===== src/include/txq_pkg.sv =====
package txq_pkg;
	localparam int          WB_DATA_W          = 32;
	localparam int          REG_W              = 8;
	// Register indices; byte address is four times the index
	localparam logic [5:0]  NORMAL_CTRL_IDX    = 6'h1B;
	localparam logic [5:0]  SLOT1_CTRL_IDX     = 6'h1C;
	// Normal queue control fields
	localparam int          N_TRIG_BIT         = 0;
	localparam int          N_SEC_BIT          = 1;
	localparam int          N_ACK_BIT          = 2;
	localparam int          N_IND_BIT          = 3;
	localparam int          N_FP_BIT           = 4;
	// Slot 1 queue control fields
	localparam int          S1_TRIG_BIT        = 0;
	localparam int          S1_SEC_BIT         = 1;
	localparam int          S1_ACK_BIT         = 2;
	localparam int          S1_SLOT_LSB        = 3;
	localparam int          S1_SLOT_W          = 3;
	localparam int          S1_RETRY_LSB       = 6;
	localparam int          S1_RETRY_W         = 2;
	// Reset values
	localparam logic        FLAG_RST           = 1'b0;
	localparam logic [2:0]  SLOT_RST           = 3'h0;
	localparam logic [1:0]  RETRY_RST          = 2'h0;
	localparam logic [31:0] DATA_RST           = 32'h0000_0000;
endpackage


===== src/include/txq_bus_if.sv =====
`timescale 1ns/1ps
interface txq_bus_if;
	logic [7:0] wdata;
	logic       normal_wr;
	logic       slot1_wr;
	logic [7:0] normal_rd;
	logic [7:0] slot1_rd;
	modport port (output wdata, output normal_wr, output slot1_wr, input normal_rd, input slot1_rd);
	modport regs (input wdata, input normal_wr, input slot1_wr, output normal_rd, output slot1_rd);
endinterface


===== src/verilog/txq_wb_port.sv =====
`timescale 1ns/1ps
module txq_wb_port
	import txq_pkg::*;
#(
	parameter int ADDR_W = 8
) (
	input  wire logic              clk_i,
	input  wire logic              rst_i,
	input  wire logic              cyc_i,
	input  wire logic              stb_i,
	input  wire logic              we_i,
	input  wire logic [ADDR_W-1:0] adr_i,
	input  wire logic [3:0]        sel_i,
	input  wire logic [31:0]       dat_i,
	output logic      [31:0]       dat_o,
	output logic                   ack_o,
	txq_bus_if.port                bus
);
	typedef struct packed {
		logic        ack;
		logic [31:0] dat;
	} port_state_t;

	port_state_t st_r;
	port_state_t st_nxt;

	function automatic logic reg_hit(input logic [ADDR_W-1:0] adr, input logic [5:0] idx);
		reg_hit = (adr[ADDR_W-1:2] == (ADDR_W-2)'(idx)) && (adr[1:0] == 2'h0);
	endfunction

	logic req;
	logic wr_now;

	assign req    = cyc_i && stb_i;
	// Writes land on the edge where ack is seen high
	assign wr_now = req && we_i && st_r.ack && sel_i[0];
	assign bus.wdata     = dat_i[7:0];
	assign bus.normal_wr = wr_now && reg_hit(adr_i, NORMAL_CTRL_IDX);
	assign bus.slot1_wr  = wr_now && reg_hit(adr_i, SLOT1_CTRL_IDX);
	assign ack_o = st_r.ack;
	assign dat_o = st_r.dat;

	always_comb begin
		st_nxt     = st_r;
		st_nxt.ack = req && !st_r.ack;
		if (req && !st_r.ack) begin
			// Unmapped addresses are acked and read as zero
			st_nxt.dat = DATA_RST;
			if (reg_hit(adr_i, NORMAL_CTRL_IDX)) begin
				st_nxt.dat = {24'h00_0000, bus.normal_rd};
			end else if (reg_hit(adr_i, SLOT1_CTRL_IDX)) begin
				st_nxt.dat = {24'h00_0000, bus.slot1_rd};
			end
		end
	end

	always_ff @(posedge clk_i) begin
		if (rst_i) begin
			st_r <= '{ack: 1'b0, dat: DATA_RST};
		end else begin
			st_r <= st_nxt;
		end
	end
endmodule


===== src/verilog/transmit_fifo_control.sv =====
// Function
// Upper three bits of normal control are written zero by software, read zero.
// Read-only bit shows frame-pending flag of the last received acknowledgement.
// Indirect bit holds normal frame for indirect sending; resets disabled.
// Ack-request bit makes normal frame expect acknowledgement and retry; resets zero.
// Security-enable bit applies security to normal frame; resets zero.
// Writing one to normal trigger starts sending; hardware clears it.
// Indirect, ack-request and security bits clear at the next normal trigger.
// Slot 1 security-enable bit applies security to its frame; resets zero.
// Writing one to slot 1 trigger starts sending; hardware clears it.
// Slot 1 holds retry 7:6, slot 5:3, ack request 2; retry reads used count.
//
// Design decision made here: the Wishbone slave port.
`timescale 1ns/1ps
module transmit_fifo_control
	import txq_pkg::*;
#(
	parameter int ADDR_W = 8
) (
	input  wire logic              clk_i,
	input  wire logic              rst_i,

	// Register bus
	input  wire logic              wb_cyc_i,
	input  wire logic              wb_stb_i,
	input  wire logic              wb_we_i,
	input  wire logic [ADDR_W-1:0] wb_adr_i,
	input  wire logic [3:0]        wb_sel_i,
	input  wire logic [31:0]       wb_dat_i,
	output logic      [31:0]       wb_dat_o,
	output logic                   wb_ack_o,

	// Radio side events
	input  wire logic              ack_received_i,
	input  wire logic              ack_frame_pending_i,
	input  wire logic              slot1_tx_done_i,
	input  wire logic [1:0]        slot1_retries_used_i,

	// Normal queue launch
	output logic                   normal_tx_start_o,
	output logic                   normal_indirect_o,
	output logic                   normal_ack_request_o,
	output logic                   normal_security_enable_o,
	// Slot 1 queue
	output logic                   slot1_tx_start_o,
	output logic                   slot1_ack_request_o,
	output logic                   slot1_security_enable_o,
	output logic      [1:0]        slot1_retry_limit_o,
	output logic      [2:0]        slot1_slot_index_o
);
	typedef struct packed {
		// Stored normal register bits; software reads all but the trigger
		logic       indirect;
		logic       normal_ack_request;
		logic       normal_security_enable;
		logic       normal_tx_trigger;
		logic       frame_pending_status;
		// Options latched at the last normal trigger
		logic       launch_indirect;
		logic       launch_ack_request;
		logic       launch_security;
		// Slot 1 fields
		logic [1:0] slot1_retry_limit;
		logic [1:0] slot1_retry_count;
		logic [2:0] slot1_slot_index;
		logic       slot1_ack_request;
		logic       slot1_security_enable;
		logic       slot1_tx_trigger;
	} ctrl_state_t;

	ctrl_state_t st_r;
	ctrl_state_t st_nxt;

	// Fields of the written byte, normal register
	logic       wr_trig;
	logic       wr_ind;
	logic       wr_ack;
	logic       wr_sec;
	// Fields of the written byte, slot 1 register
	logic [1:0] wr_retry;
	logic [2:0] wr_slot;
	logic       wr_s1_ack;
	logic       wr_s1_sec;
	logic       wr_s1_trig;

	// Everything idles at zero: no frame launched, all options off
	function automatic ctrl_state_t ctrl_reset();
		ctrl_reset = '{
			indirect:               FLAG_RST,
			normal_ack_request:     FLAG_RST,
			normal_security_enable: FLAG_RST,
			normal_tx_trigger:      FLAG_RST,
			frame_pending_status:   FLAG_RST,
			launch_indirect:        FLAG_RST,
			launch_ack_request:     FLAG_RST,
			launch_security:        FLAG_RST,
			slot1_retry_limit:      RETRY_RST,
			slot1_retry_count:      RETRY_RST,
			slot1_slot_index:       SLOT_RST,
			slot1_ack_request:      FLAG_RST,
			slot1_security_enable:  FLAG_RST,
			slot1_tx_trigger:       FLAG_RST
		};
	endfunction

	// Normal register as software reads it; reserved and trigger bits are zero
	function automatic logic [REG_W-1:0] normal_view(input ctrl_state_t s);
		normal_view            = 8'h00;
		normal_view[N_FP_BIT]  = s.frame_pending_status;
		normal_view[N_IND_BIT] = s.indirect;
		normal_view[N_ACK_BIT] = s.normal_ack_request;
		normal_view[N_SEC_BIT] = s.normal_security_enable;
	endfunction

	// Slot 1 register as software reads it; retry field shows retries used
	function automatic logic [REG_W-1:0] slot1_view(input ctrl_state_t s);
		slot1_view                                = 8'h00;
		slot1_view[S1_RETRY_LSB +: S1_RETRY_W]    = s.slot1_retry_count;
		slot1_view[S1_SLOT_LSB +: S1_SLOT_W]      = s.slot1_slot_index;
		slot1_view[S1_ACK_BIT]                    = s.slot1_ack_request;
		slot1_view[S1_SEC_BIT]                    = s.slot1_security_enable;
	endfunction

	assign wr_trig    = bus.wdata[N_TRIG_BIT];
	assign wr_ind     = bus.wdata[N_IND_BIT];
	assign wr_ack     = bus.wdata[N_ACK_BIT];
	assign wr_sec     = bus.wdata[N_SEC_BIT];
	assign wr_retry   = bus.wdata[S1_RETRY_LSB +: S1_RETRY_W];
	assign wr_slot    = bus.wdata[S1_SLOT_LSB +: S1_SLOT_W];
	assign wr_s1_ack  = bus.wdata[S1_ACK_BIT];
	assign wr_s1_sec  = bus.wdata[S1_SEC_BIT];
	assign wr_s1_trig = bus.wdata[S1_TRIG_BIT];

	txq_bus_if bus ();

	// Wishbone front end; writes land at the edge where ack is seen
	txq_wb_port #(
		.ADDR_W (ADDR_W)
	) u_port (
		.clk_i (clk_i),
		.rst_i (rst_i),
		.cyc_i (wb_cyc_i),
		.stb_i (wb_stb_i),
		.we_i  (wb_we_i),
		.adr_i (wb_adr_i),
		.sel_i (wb_sel_i),
		.dat_i (wb_dat_i),
		.dat_o (wb_dat_o),
		.ack_o (wb_ack_o),
		.bus   (bus.port)
	);

	// Trigger bits read as zero; reserved bits read as zero
	always_comb begin
		bus.normal_rd = normal_view(st_r);
		bus.slot1_rd  = slot1_view(st_r);
	end

	always_comb begin
		st_nxt = st_r;
		// Trigger pulses last one cycle
		st_nxt.normal_tx_trigger = 1'b0;
		st_nxt.slot1_tx_trigger  = 1'b0;

		// Status taken from the radio side; software cannot write these
		if (ack_received_i) begin
			st_nxt.frame_pending_status = ack_frame_pending_i;
		end
		if (slot1_tx_done_i) begin
			st_nxt.slot1_retry_count = slot1_retries_used_i;
		end

		// Normal queue register write
		if (bus.normal_wr) begin
			if (wr_trig) begin
				// Options of this write go with the frame, stored bits clear
				st_nxt.normal_tx_trigger      = 1'b1;
				st_nxt.launch_indirect        = wr_ind;
				st_nxt.launch_ack_request     = wr_ack;
				st_nxt.launch_security        = wr_sec;
				st_nxt.indirect               = 1'b0;
				st_nxt.normal_ack_request     = 1'b0;
				st_nxt.normal_security_enable = 1'b0;
			end else begin
				// An untriggered write only stores the options
				st_nxt.indirect               = wr_ind;
				st_nxt.normal_ack_request     = wr_ack;
				st_nxt.normal_security_enable = wr_sec;
			end
		end

		// Slot 1 queue register write; the trigger lives for one cycle
		if (bus.slot1_wr) begin
			st_nxt.slot1_retry_limit     = wr_retry;
			st_nxt.slot1_slot_index      = wr_slot;
			st_nxt.slot1_ack_request     = wr_s1_ack;
			st_nxt.slot1_security_enable = wr_s1_sec;
			st_nxt.slot1_tx_trigger      = wr_s1_trig;
		end
	end

	// All control state lives in one register with a synchronous reset; the port keeps ack and read data in its own
	always_ff @(posedge clk_i) begin
		if (rst_i) begin
			st_r <= ctrl_reset();
		end else begin
			st_r <= st_nxt;
		end
	end

	// Normal queue launch outputs
	assign normal_tx_start_o        = st_r.normal_tx_trigger;
	assign normal_indirect_o        = st_r.launch_indirect;
	assign normal_ack_request_o     = st_r.launch_ack_request;
	assign normal_security_enable_o = st_r.launch_security;

	// Slot 1 queue outputs
	assign slot1_tx_start_o         = st_r.slot1_tx_trigger;
	assign slot1_ack_request_o      = st_r.slot1_ack_request;
	assign slot1_security_enable_o  = st_r.slot1_security_enable;
	assign slot1_retry_limit_o      = st_r.slot1_retry_limit;
	assign slot1_slot_index_o       = st_r.slot1_slot_index;
endmodule


===== config.mk =====
export PLATFORM = sky130hd
export DESIGN_NAME = transmit_fifo_control
export DESIGN_NICKNAME = d
export VERILOG_FILES = /design/src/include/txq_pkg.sv /design/src/include/txq_bus_if.sv /design/src/verilog/txq_wb_port.sv /design/src/verilog/transmit_fifo_control.sv
export SDC_FILE = /design/constraint.sdc
export NUM_CORES = 1
export LEC_CHECK = 0
export BUFFER_PORTS_ARGS = -buffer_cell sky130_fd_sc_hd__buf_2
export CAP_MARGIN = 20
export CORE_MARGIN = 2
export CORE_UTILIZATION = 40
export CTS_CLUSTER_SIZE = 40
export DETAILED_ROUTE_END_ITERATION = 12
export PLACE_DENSITY = 0.77
export SYNTH_ARGS = -nofsm -noshare
export SYNTH_HDL_FRONTEND = slang
export SYNTH_SLANG_ARGS = --single-unit

===== constraint.sdc =====
create_clock -name clk_i -period 2 [get_ports clk_i]
set_clock_uncertainty 0.1 [all_clocks]
set_input_delay 0.2 -clock clk_i [delete_from_list [all_inputs] [get_ports clk_i]]
set_output_delay 0.2 -clock clk_i [all_outputs]
set_load 0.03 [all_outputs]

==> results of run 1 <==
-- worst max-delay path: stages (launching register included) --
cell	delay [ns]
dfxtp_1	0.40
and3_1	0.18
nand3_1	0.27
o31ai_1	0.32
a21oi_1	0.09
-- kinds of logic (layout without fill, tap and decap cells) --
logic type      count (synthesis)  count (layout)  synth area share [%]
buf+inv                        36              56                  18.5
simple gates                   49              49                  23.6
flops                          26              26                  38.5
other cells                     1              25                 0.278
mux                             6               6                  4.44
compound gates                 27              27                  14.6
-- cell usage in the layout, fill, tap and decap left out, drive strengths merged --
cell,n
mux2i,6
nand4,3
and2,1
conb,25
o31ai,3
buf,49
inv,2
nand3,11
and3,1
nor2b,1
clkbuf,3
nor4b,1
nor2,8
dfxtp,26
nand2b,5
or4,1
a21bo,7
dlygate4sd3,2
nand3b,1
nand2,8
a221o,4
a21oi,13
nand4bb,1
nor3,4
nor4,3
-- where the power goes --
group | leakage, uW | switching, uW | internal, uW
sequential | 0.000210 | 2.42 | 522
clock | 0.0000138 | 144 | 70.6
combinational | 0.000481 | 102 | 34.6
total | 0.000705 | 249 | 627
-- registers in the layout (all words and copies together), names as in the netlist --
register                  cells
slot1_tx_start_o              1
u_port.dat_o                  7
u_port.ack_o                  1
slot1_security_enable_o       1
slot1_slot_index_o            3
slot1_retry_limit_o           2
normal_ack_request_o          1
normal_security_enable_o      1
bus.normal_rd                 4
bus.slot1_rd                  2
slot1_ack_request_o           1
normal_tx_start_o             1
normal_indirect_o             1
-- final cells by class --
| cell class | instances | area share, % |
|---|---|---|
| inverter | 2 | 0.484 |
| clock buffer | 3 | 1.45 |
| sequential | 26 | 33.5 |
| tap | 46 | 3.71 |
| timing repair buffer | 51 | 17.6 |
| multi-input combinational | 107 | 43.2 |
-- synthesized netlist by cell type --
library cell,number
nor3_1,4
nand2b_1,5
buf_6,1
nor4_1,2
buf_2,2
mux2i_1,6
nor2_1,7
or4_4,1
clkbuf_1,1
o31ai_1,3
inv_2,1
and3_1,1
nor2_4,1
nor4b_4,1
conb_1,1
dfxtp_1,26
nor4_4,1
nand4bb_4,1
a21bo_2,7
nand3_1,11
and2_1,1
nand2_1,8
buf_1,2
nand3b_2,1
inv_1,1
a21oi_1,13
a221o_1,4
buf_4,28
nand4_1,3
nor2b_1,1
-- what timing repair did --
| item | 4_1_cts | 5_1_grt |
|---|---|---|
| endpoints found under the setup margin | 0 | 0 |
| endpoints found under the hold margin | 2 | 0 |
| hold buffers | 2 | 0 |
-- routing by layer --
metal  share of wire, %  wire length [um]  GRT usage [%]  up-vias
met1                 46              1180           17.6      465
li1                   -                 -              -      543
met4                2.1                54           7.50        0
met3                7.9               202           3.99        5
met2                 44              1110           20.1       44
met5                  0                 0              0        -
-- final timing paths --
path / slack, ns / end / depth (start not counted)
hold reg to reg: 0.36 / u_port.dat_o[7] / 2
hold / removal: 0.01 / bus.slot1_rd[7] / 3
setup reg to reg: 0.51 / normal_indirect_o / 4
setup / recovery: 0.51 / normal_indirect_o / 4
-- metrics by stage --
stage	util, %	area (um2)	hold WS [ns]	worst slack [ns]
2_1_floorplan	-	1440	0.180	0.307
3_3_place_gp	45.9	1510	0.340	0.313
3_5_place_dp	45.9	1510	0.342	0.297
4_1_cts	47.2	1550	0.0000304	0.494
5_1_grt	47.2	1550	0.00128	0.393
6_report	47.2	1550	0.0125	0.507
==> metrics.yaml, run 1 <==
global_route:
  track_usage_pct: 13.5
  grt_remaining_overflow: 0
  grt_pass1_wl_mm: 4.14
  grt_max_degree: 26
  antenna_found_initial: 0
  grt_pass1_vias: 909
cts:
  cts_buffer_depth: 2
  cts_resized: 0
  numClockSinks: 26
  cts_setup_buffers: 0
  cts_tree: "built"
  htree_levels: 1
  root_buffer: "clkbuf_4"
  numCtsBuffers: 3
  cts.clk_slew.worst_paths_ns: 0.13
  insertion_delay_ns: 0.32
critical_path:
  reg2reg_from: "u_port.ack_o"
  crit_path_end_kind: "flip-flop"
  cp_max_fo: 5
  cp.required_ns: 2.10
  crit_arrival_ns: 1.59
  start_kind: "flip-flop"
  critPathKind: "reg2reg"
  startpoint: "u_port.ack_o"
placement:
  hpwl_mm: 1.91
  gp_congestion: 0.765
  placed_cells: 230
  io_buffers: 46
floorplan:
  rows: 21
  dieArea_mm2: 0.00386
  fp.coreArea_mm2: 0.00328
  dieHeight_um: 62.1
  io_pins: 99
  initial_core_util_pct: 41.1
  die_w_um: 62.1
yosys:
  synth_area_leaders: "dfxtp_1 (39%), buf_4 (16%), a21bo_2 (5.2%), a21oi_1 (4.8%), mux2i_1 (4.4%)"
  yosysTopAreaCell: "dfxtp_1"
  ys_seq_area_share_pct: 38.5
  synth_top_cell_area_share_pct: 38.5
  ys_warn_count: 0
  ys_types: 30
  ys_seq_elements: 26
  synthCells: 145
  syn_area_per_cell_um2: 9.32
  synth_area_mm2: 0.00135
cells_and_area:
  final_layout_size_suffix_gt1_share_pct: 34.9
  fill_cells: 330
  antenna_cells: 0
  syn_to_final_growth_pct: 14.8
  multiInputGateArea_um2: 671
  area.sequential_um2: 520
  final_nets: 245
  final_cells: 235
sta:
  drv_slew: 0
  rsz0062_at_grt: "no"
  max_freq_ghz: 0.670
  setup_tns_ns: 0
  max_slew.worst_pin.slew_ns: 0.489
  hold_violations: 0
  max_slew_margin_pct: 67.1
  setup_violations: 0
  min_period_over_period_pct: 74.7
  fin_crit_ns: 1.49
drt:
  routedWlPerCell_um: 10.8
  drt_pass1_iterations: 4
  via_per_inst: 4.50
  drcViolationCount: 0
  wirelength_mm: 2.54
  ant_nets: 0
  drt_iter0_markers: 22
  vias: 1057
job:
  maxCapViolCount: 0
hold_path:
  hp-class: "in2reg"
  hp-start: "slot1_retries_used_i[1]"
power_and_ir_drop:
  finalPower_uw: 876
  p_leak_uw: 0.000705
  ir_drop_mv: 0.201
  p_per_area_mw_per_mm2: 565
status:
  status: "completed"
Power figures use the tool's default switching activity.
==> run 2, diff against run 1 <==
==> constraint.sdc (replaced) <==
create_clock -name clk_i -period 1.49 [get_ports clk_i]
set_clock_uncertainty 0.1 [all_clocks]
set_input_delay 0.149 -clock clk_i [delete_from_list [all_inputs] [get_ports clk_i]]
set_output_delay 0.149 -clock clk_i [all_outputs]
set_load 0.03 [all_outputs]
==> metrics.yaml, run 2 (same netlist as run 1, synthesis figures left out) <==
floorplan:
  initial_core_util_pct: 41.1
  rows: 21
  dieArea_mm2: 0.00386
  dieHeight_um: 62.1
  io_pins: 99
  die_w_um: 62.1
  fp.coreArea_mm2: 0.00328
critical_path:
  critPathKind: "in2reg"
  rr_endpoint: "u_port.ack_o"
  reg2reg_setup_slack_ns: 0.11
  crit_path_end_kind: "flip-flop"
  cp_max_fo: 1
  reg2reg_from: "u_port.ack_o"
  crit_end: "bus.normal_rd[4]"
  cp.required_ns: 1.62
  startpoint: "ack_frame_pending_i"
  crit_arrival_ns: 1.52
  reg2reg_depth: 3
  start_kind: "primary input"
cts:
  root_buffer: "clkbuf_4"
  insertion_delay_ns: 0.32
  cts.clk_slew.worst_paths_ns: 0.14
  cts_tree: "built"
  numClockSinks: 26
  numCtsBuffers: 3
  cts_setup_buffers: 0
  cts_buffer_depth: 2
  htree_levels: 1
drt:
  drt_iter0_markers: 39
  drcViolationCount: 0
  via_per_inst: 4.53
  vias: 1164
  wirelength_mm: 2.85
  drt_pass1_iterations: 4
  routedWlPerCell_um: 11.1
  ant_nets: 0
global_route:
  grt_pass1_wl_mm: 4.60
  use_met1_pct: 18.8
  grt_remaining_overflow: 0
  grt_use_met3_pct: 3.26
  gr-usage-met2_pct: 23.5
  grt_pass1_vias: 1017
  top_usage_layer: "met2"
  grt_max_degree: 16
  antenna_found_initial: 0
  track_usage_pct: 14.4
sta:
  hold_violations: 0
  holdWs_ns: 0.0267
  drv_slew: 0
  fin_crit_ns: 1.39
  setup_violations: 0
  min_period_over_period_pct: 93.3
  rsz0062_at_grt: "no"
  max_freq_ghz: 0.720
cells_and_area:
  final_nets: 266
  antenna_cells: 0
  design_area_mm2: 0.00176
  syn_to_final_growth_pct: 30.4
  fin_util_pct: 53.6
  largest_register_ffs: 7
  final_common_cell: "buf_2"
  final_layout_size_suffix_gt1_share_pct: 37.0
  final_cell_mix: "buf_2 (47), conb_1 (25), dfxtp_1 (25), dlygate4sd3_1 (15), a21oi_1 (13)"
  final_cells: 257
placement:
  hpwl_mm: 2.07
  gp_congestion: 0.750
  io_buffers: 46
  placed_cells: 237
  postPlaceCellArea_mm2: 0.00156
power_and_ir_drop:
  p_per_area_mw_per_mm2: 732
  ir_drop_mv: 0.329
  p_leak_uw: 0.000806
hold_path:
  hp-start: "wb_dat_i[0]"
  hp-class: "in2reg"
job:
  maxCapViolCount: 0
status:
  status: "completed"
[run 2: changes by cell type in the layout (fill, tap and decap cells not counted), sizes merged]
cell         previous run  this run
buf                    49        57
clkbuf                  3         4
dlygate4sd3             2        15
[run 2: worst min path at each step]
stage	depth (start not counted)	endpoint
2_1_floorplan	1	u_port.ack_o
3_3_place_gp	3	bus.slot1_rd[7]
6_report	3	normal_security_enable_o
3_5_place_dp	3	bus.slot1_rd[6]
5_1_grt	3	normal_security_enable_o
4_1_cts	3	normal_security_enable_o
[run 2: repair_timing]
action / 4_1_cts / 5_1_grt
hold buffers: 15 / 0
hold endpoints to repair: 14 / 0
resized for setup: 0 / 3
endpoints found under the setup margin: 0 / 3
[run 2: metrics by stage]
| stage | setup slack, ns | setup TNS [ns] | power [uW] |
|---|---|---|---|
| 2_1_floorplan | -0.0353 | -0.0778 | 895 |
| 3_5_place_dp | -0.122 | -1.15 | 910 |
| 6_report | 0.100 | 0 | 1290 |
| 4_1_cts | 0.0713 | 0 | 1290 |
| 5_1_grt | 0.0309 | 0 | 1350 |
| 3_3_place_gp | -0.109 | -0.774 | 908 |
[run 2: worst max-delay path, cell delays in order]
cell	delay (ns)
dlygate4sd3_1	0.54
buf_2	0.12
mux2i_1	0.11
dlygate4sd3_1	0.56
nor2_1	0.04
[run 2: cell type report]
type,count,area [um2]
fill,309,1520
multi-input combinational,107,678
sequential,26,522
timing repair buffer,72,460
tap,46,57.6
clock buffer,4,36.3
inverter,2,7.51
[run 2: power by group]
group          total, uW  internal (uW)  switching [uW]
Clock                360            149             211
Sequential           705            701            3.73
Combinational        225           79.2             146
Total               1290            930             360
[run 2: per-layer routing]
| layer | wire length [um] | vias up |
|---|---|---|
| li1 | - | 588 |
| met1 | 1290 | 527 |
| met2 | 1370 | 45 |
| met3 | 169 | 4 |
| met4 | 26 | 0 |
| met5 | 0 | - |
==> run 3, diff against run 2 <==
--- a/config.mk
+++ b/config.mk
@@ -11,6 +11,7 @@
 export CORE_UTILIZATION = 40
 export CTS_CLUSTER_SIZE = 40
 export DETAILED_ROUTE_END_ITERATION = 12
+export HOLD_SLACK_MARGIN = 0.1
 export PLACE_DENSITY = 0.77
 export SYNTH_ARGS = -nofsm -noshare
 export SYNTH_HDL_FRONTEND = slang
==> metrics.yaml, run 3 (same netlist as run 1, synthesis figures left out) <==
placement:
  hpwl_mm: 2.07
  dp_slack_ns: -0.122
  postPlaceCellArea_mm2: 0.00156
  io_buffers: 46
  gp_congestion: 0.750
  placed_cells: 237
power_and_ir_drop:
  p_per_area_mw_per_mm2: 719
  ir_drop_mv: 0.331
  p_leak_uw: 0.000822
sta:
  rsz0062_at_grt: "no"
  fin_ws_ns: 0.103
  drv_slew: 0
  min_period_over_period_pct: 93.1
  hold_violations: 0
  fin_crit_ns: 1.39
  max_freq_ghz: 0.721
  setup_violations: 0
cells_and_area:
  fill_cells: 305
  final_layout_size_suffix_gt1_share_pct: 35.8
  design_area_mm2: 0.00181
  antenna_cells: 0
  final_nets: 270
  largest_register_ffs: 7
  final_cells: 261
  final_cell_mix: "buf_2 (46), conb_1 (25), dfxtp_1 (25), dlygate4sd3_1 (20), a21oi_1 (13)"
  final_common_cell: "buf_2"
  syn_to_final_growth_pct: 33.7
cts:
  cts_tree: "built"
  insertion_delay_ns: 0.32
  cts_buffer_depth: 2
  numCtsBuffers: 3
  root_buffer: "clkbuf_4"
  htree_levels: 1
  numClockSinks: 26
  cts.clk_slew.worst_paths_ns: 0.14
global_route:
  grt_pass1_vias: 1062
  gr-usage-met2_pct: 25.3
  antenna_found_initial: 0
  top_usage_layer: "met2"
  use_met1_pct: 19.5
  grt_use_met3_pct: 3.26
  grt_max_degree: 16
  track_usage_pct: 15.2
  grt_pass1_wl_mm: 4.86
  grt_remaining_overflow: 0
floorplan:
  dieHeight_um: 62.1
  die_w_um: 62.1
  io_pins: 99
  fp.coreArea_mm2: 0.00328
  rows: 21
  initial_core_util_pct: 41.1
  dieArea_mm2: 0.00386
critical_path:
  cp.required_ns: 1.62
  reg2reg_setup_slack_ns: 0.11
  crit_end: "bus.normal_rd[4]"
  crit_path_end_kind: "flip-flop"
  startpoint: "ack_frame_pending_i"
  rr_endpoint: "normal_indirect_o"
  start_kind: "primary input"
  crit_arrival_ns: 1.51
  critPathKind: "in2reg"
  reg2reg_from: "u_port.ack_o"
  cp_max_fo: 1
  reg2reg_depth: 5
hold_path:
  hp-class: "in2reg"
drt:
  drt_pass1_iterations: 4
  drt_iter0_markers: 43
  wirelength_mm: 2.92
  ant_nets: 0
  via_per_inst: 4.52
  routedWlPerCell_um: 11.2
  drcViolationCount: 0
  vias: 1180
job:
  maxCapViolCount: 0
status:
  status: "completed"
[run 3: cell types whose count changed in the layout (fill, tap and decap cells not counted), sizes merged]
cell         before  now
dlygate4sd3      15   20
buf              57   56
[run 3: worst min-delay path by stage]
stage | slack, ns | start | cells past startpoint | to
global placement | 0.29 | slot1_retries_used_i[1] | 3 | bus.slot1_rd[7]
floorplan | 0.12 | rst_i | 1 | u_port.ack_o
detailed placement | 0.29 | slot1_retries_used_i[0] | 3 | bus.slot1_rd[6]
finish | 0.11 | wb_stb_i | 3 | normal_tx_start_o
global route | 0.10 | wb_stb_i | 3 | normal_tx_start_o
CTS | 0.12 | wb_adr_i[7] | 3 | normal_tx_start_o
[run 3: critical path, cell delays in order]
cell and delay, ns:
dlygate4sd3_1 0.54, buf_2 0.12, mux2i_1 0.11, dlygate4sd3_1 0.56
nor2_1 0.04
[run 3: metal layers]
metal	routed length, um	part of all wire, %
met5	0	0
met4	31	1.1
met3	158	5.4
met2	1400	48
met1	1330	46
[run 3: timing repair]
item | 4_1_cts | 5_1_grt
endpoints found under the setup margin | 0 | 3
gates resized for setup | 0 | 2
hold buffers | 20 | 0
hold endpoints to repair | 22 | 0
setup buffers | 0 | 0
[run 3: cell type report]
| class | count | area [um2] | area share [%] |
|---|---|---|---|
| Clock buffer | 4 | 36.3 | 2.01 |
| Inverter | 2 | 7.51 | 0.416 |
| Multi-Input combinational cell | 107 | 678 | 37.5 |
| Sequential cell | 26 | 522 | 28.9 |
| Tap cell | 46 | 57.6 | 3.19 |
| Timing Repair Buffer | 76 | 505 | 28.0 |
[run 3: per-stage QoR]
stage / setup TNS (ns) / util [%] / hold slack (ns) / power, uW
floorplan: -0.0778 / - / 0.121 / 895
global placement: -0.774 / 47.6 / 0.289 / 908
detailed placement: -1.15 / 47.6 / 0.294 / 910
CTS: 0 / 54.8 / 0.118 / 1300
global route: 0 / 55.0 / 0.100 / 1360
finish: 0 / 55.0 / 0.107 / 1300
[run 3: report_power, final]
part | internal (uW) | switching, uW | leakage (uW)
sequential | 701 | 3.73 | 0.000210
clock | 149 | 210 | 0.0000210
combinational | 87.3 | 147 | 0.000591
total | 938 | 361 | 0.000822
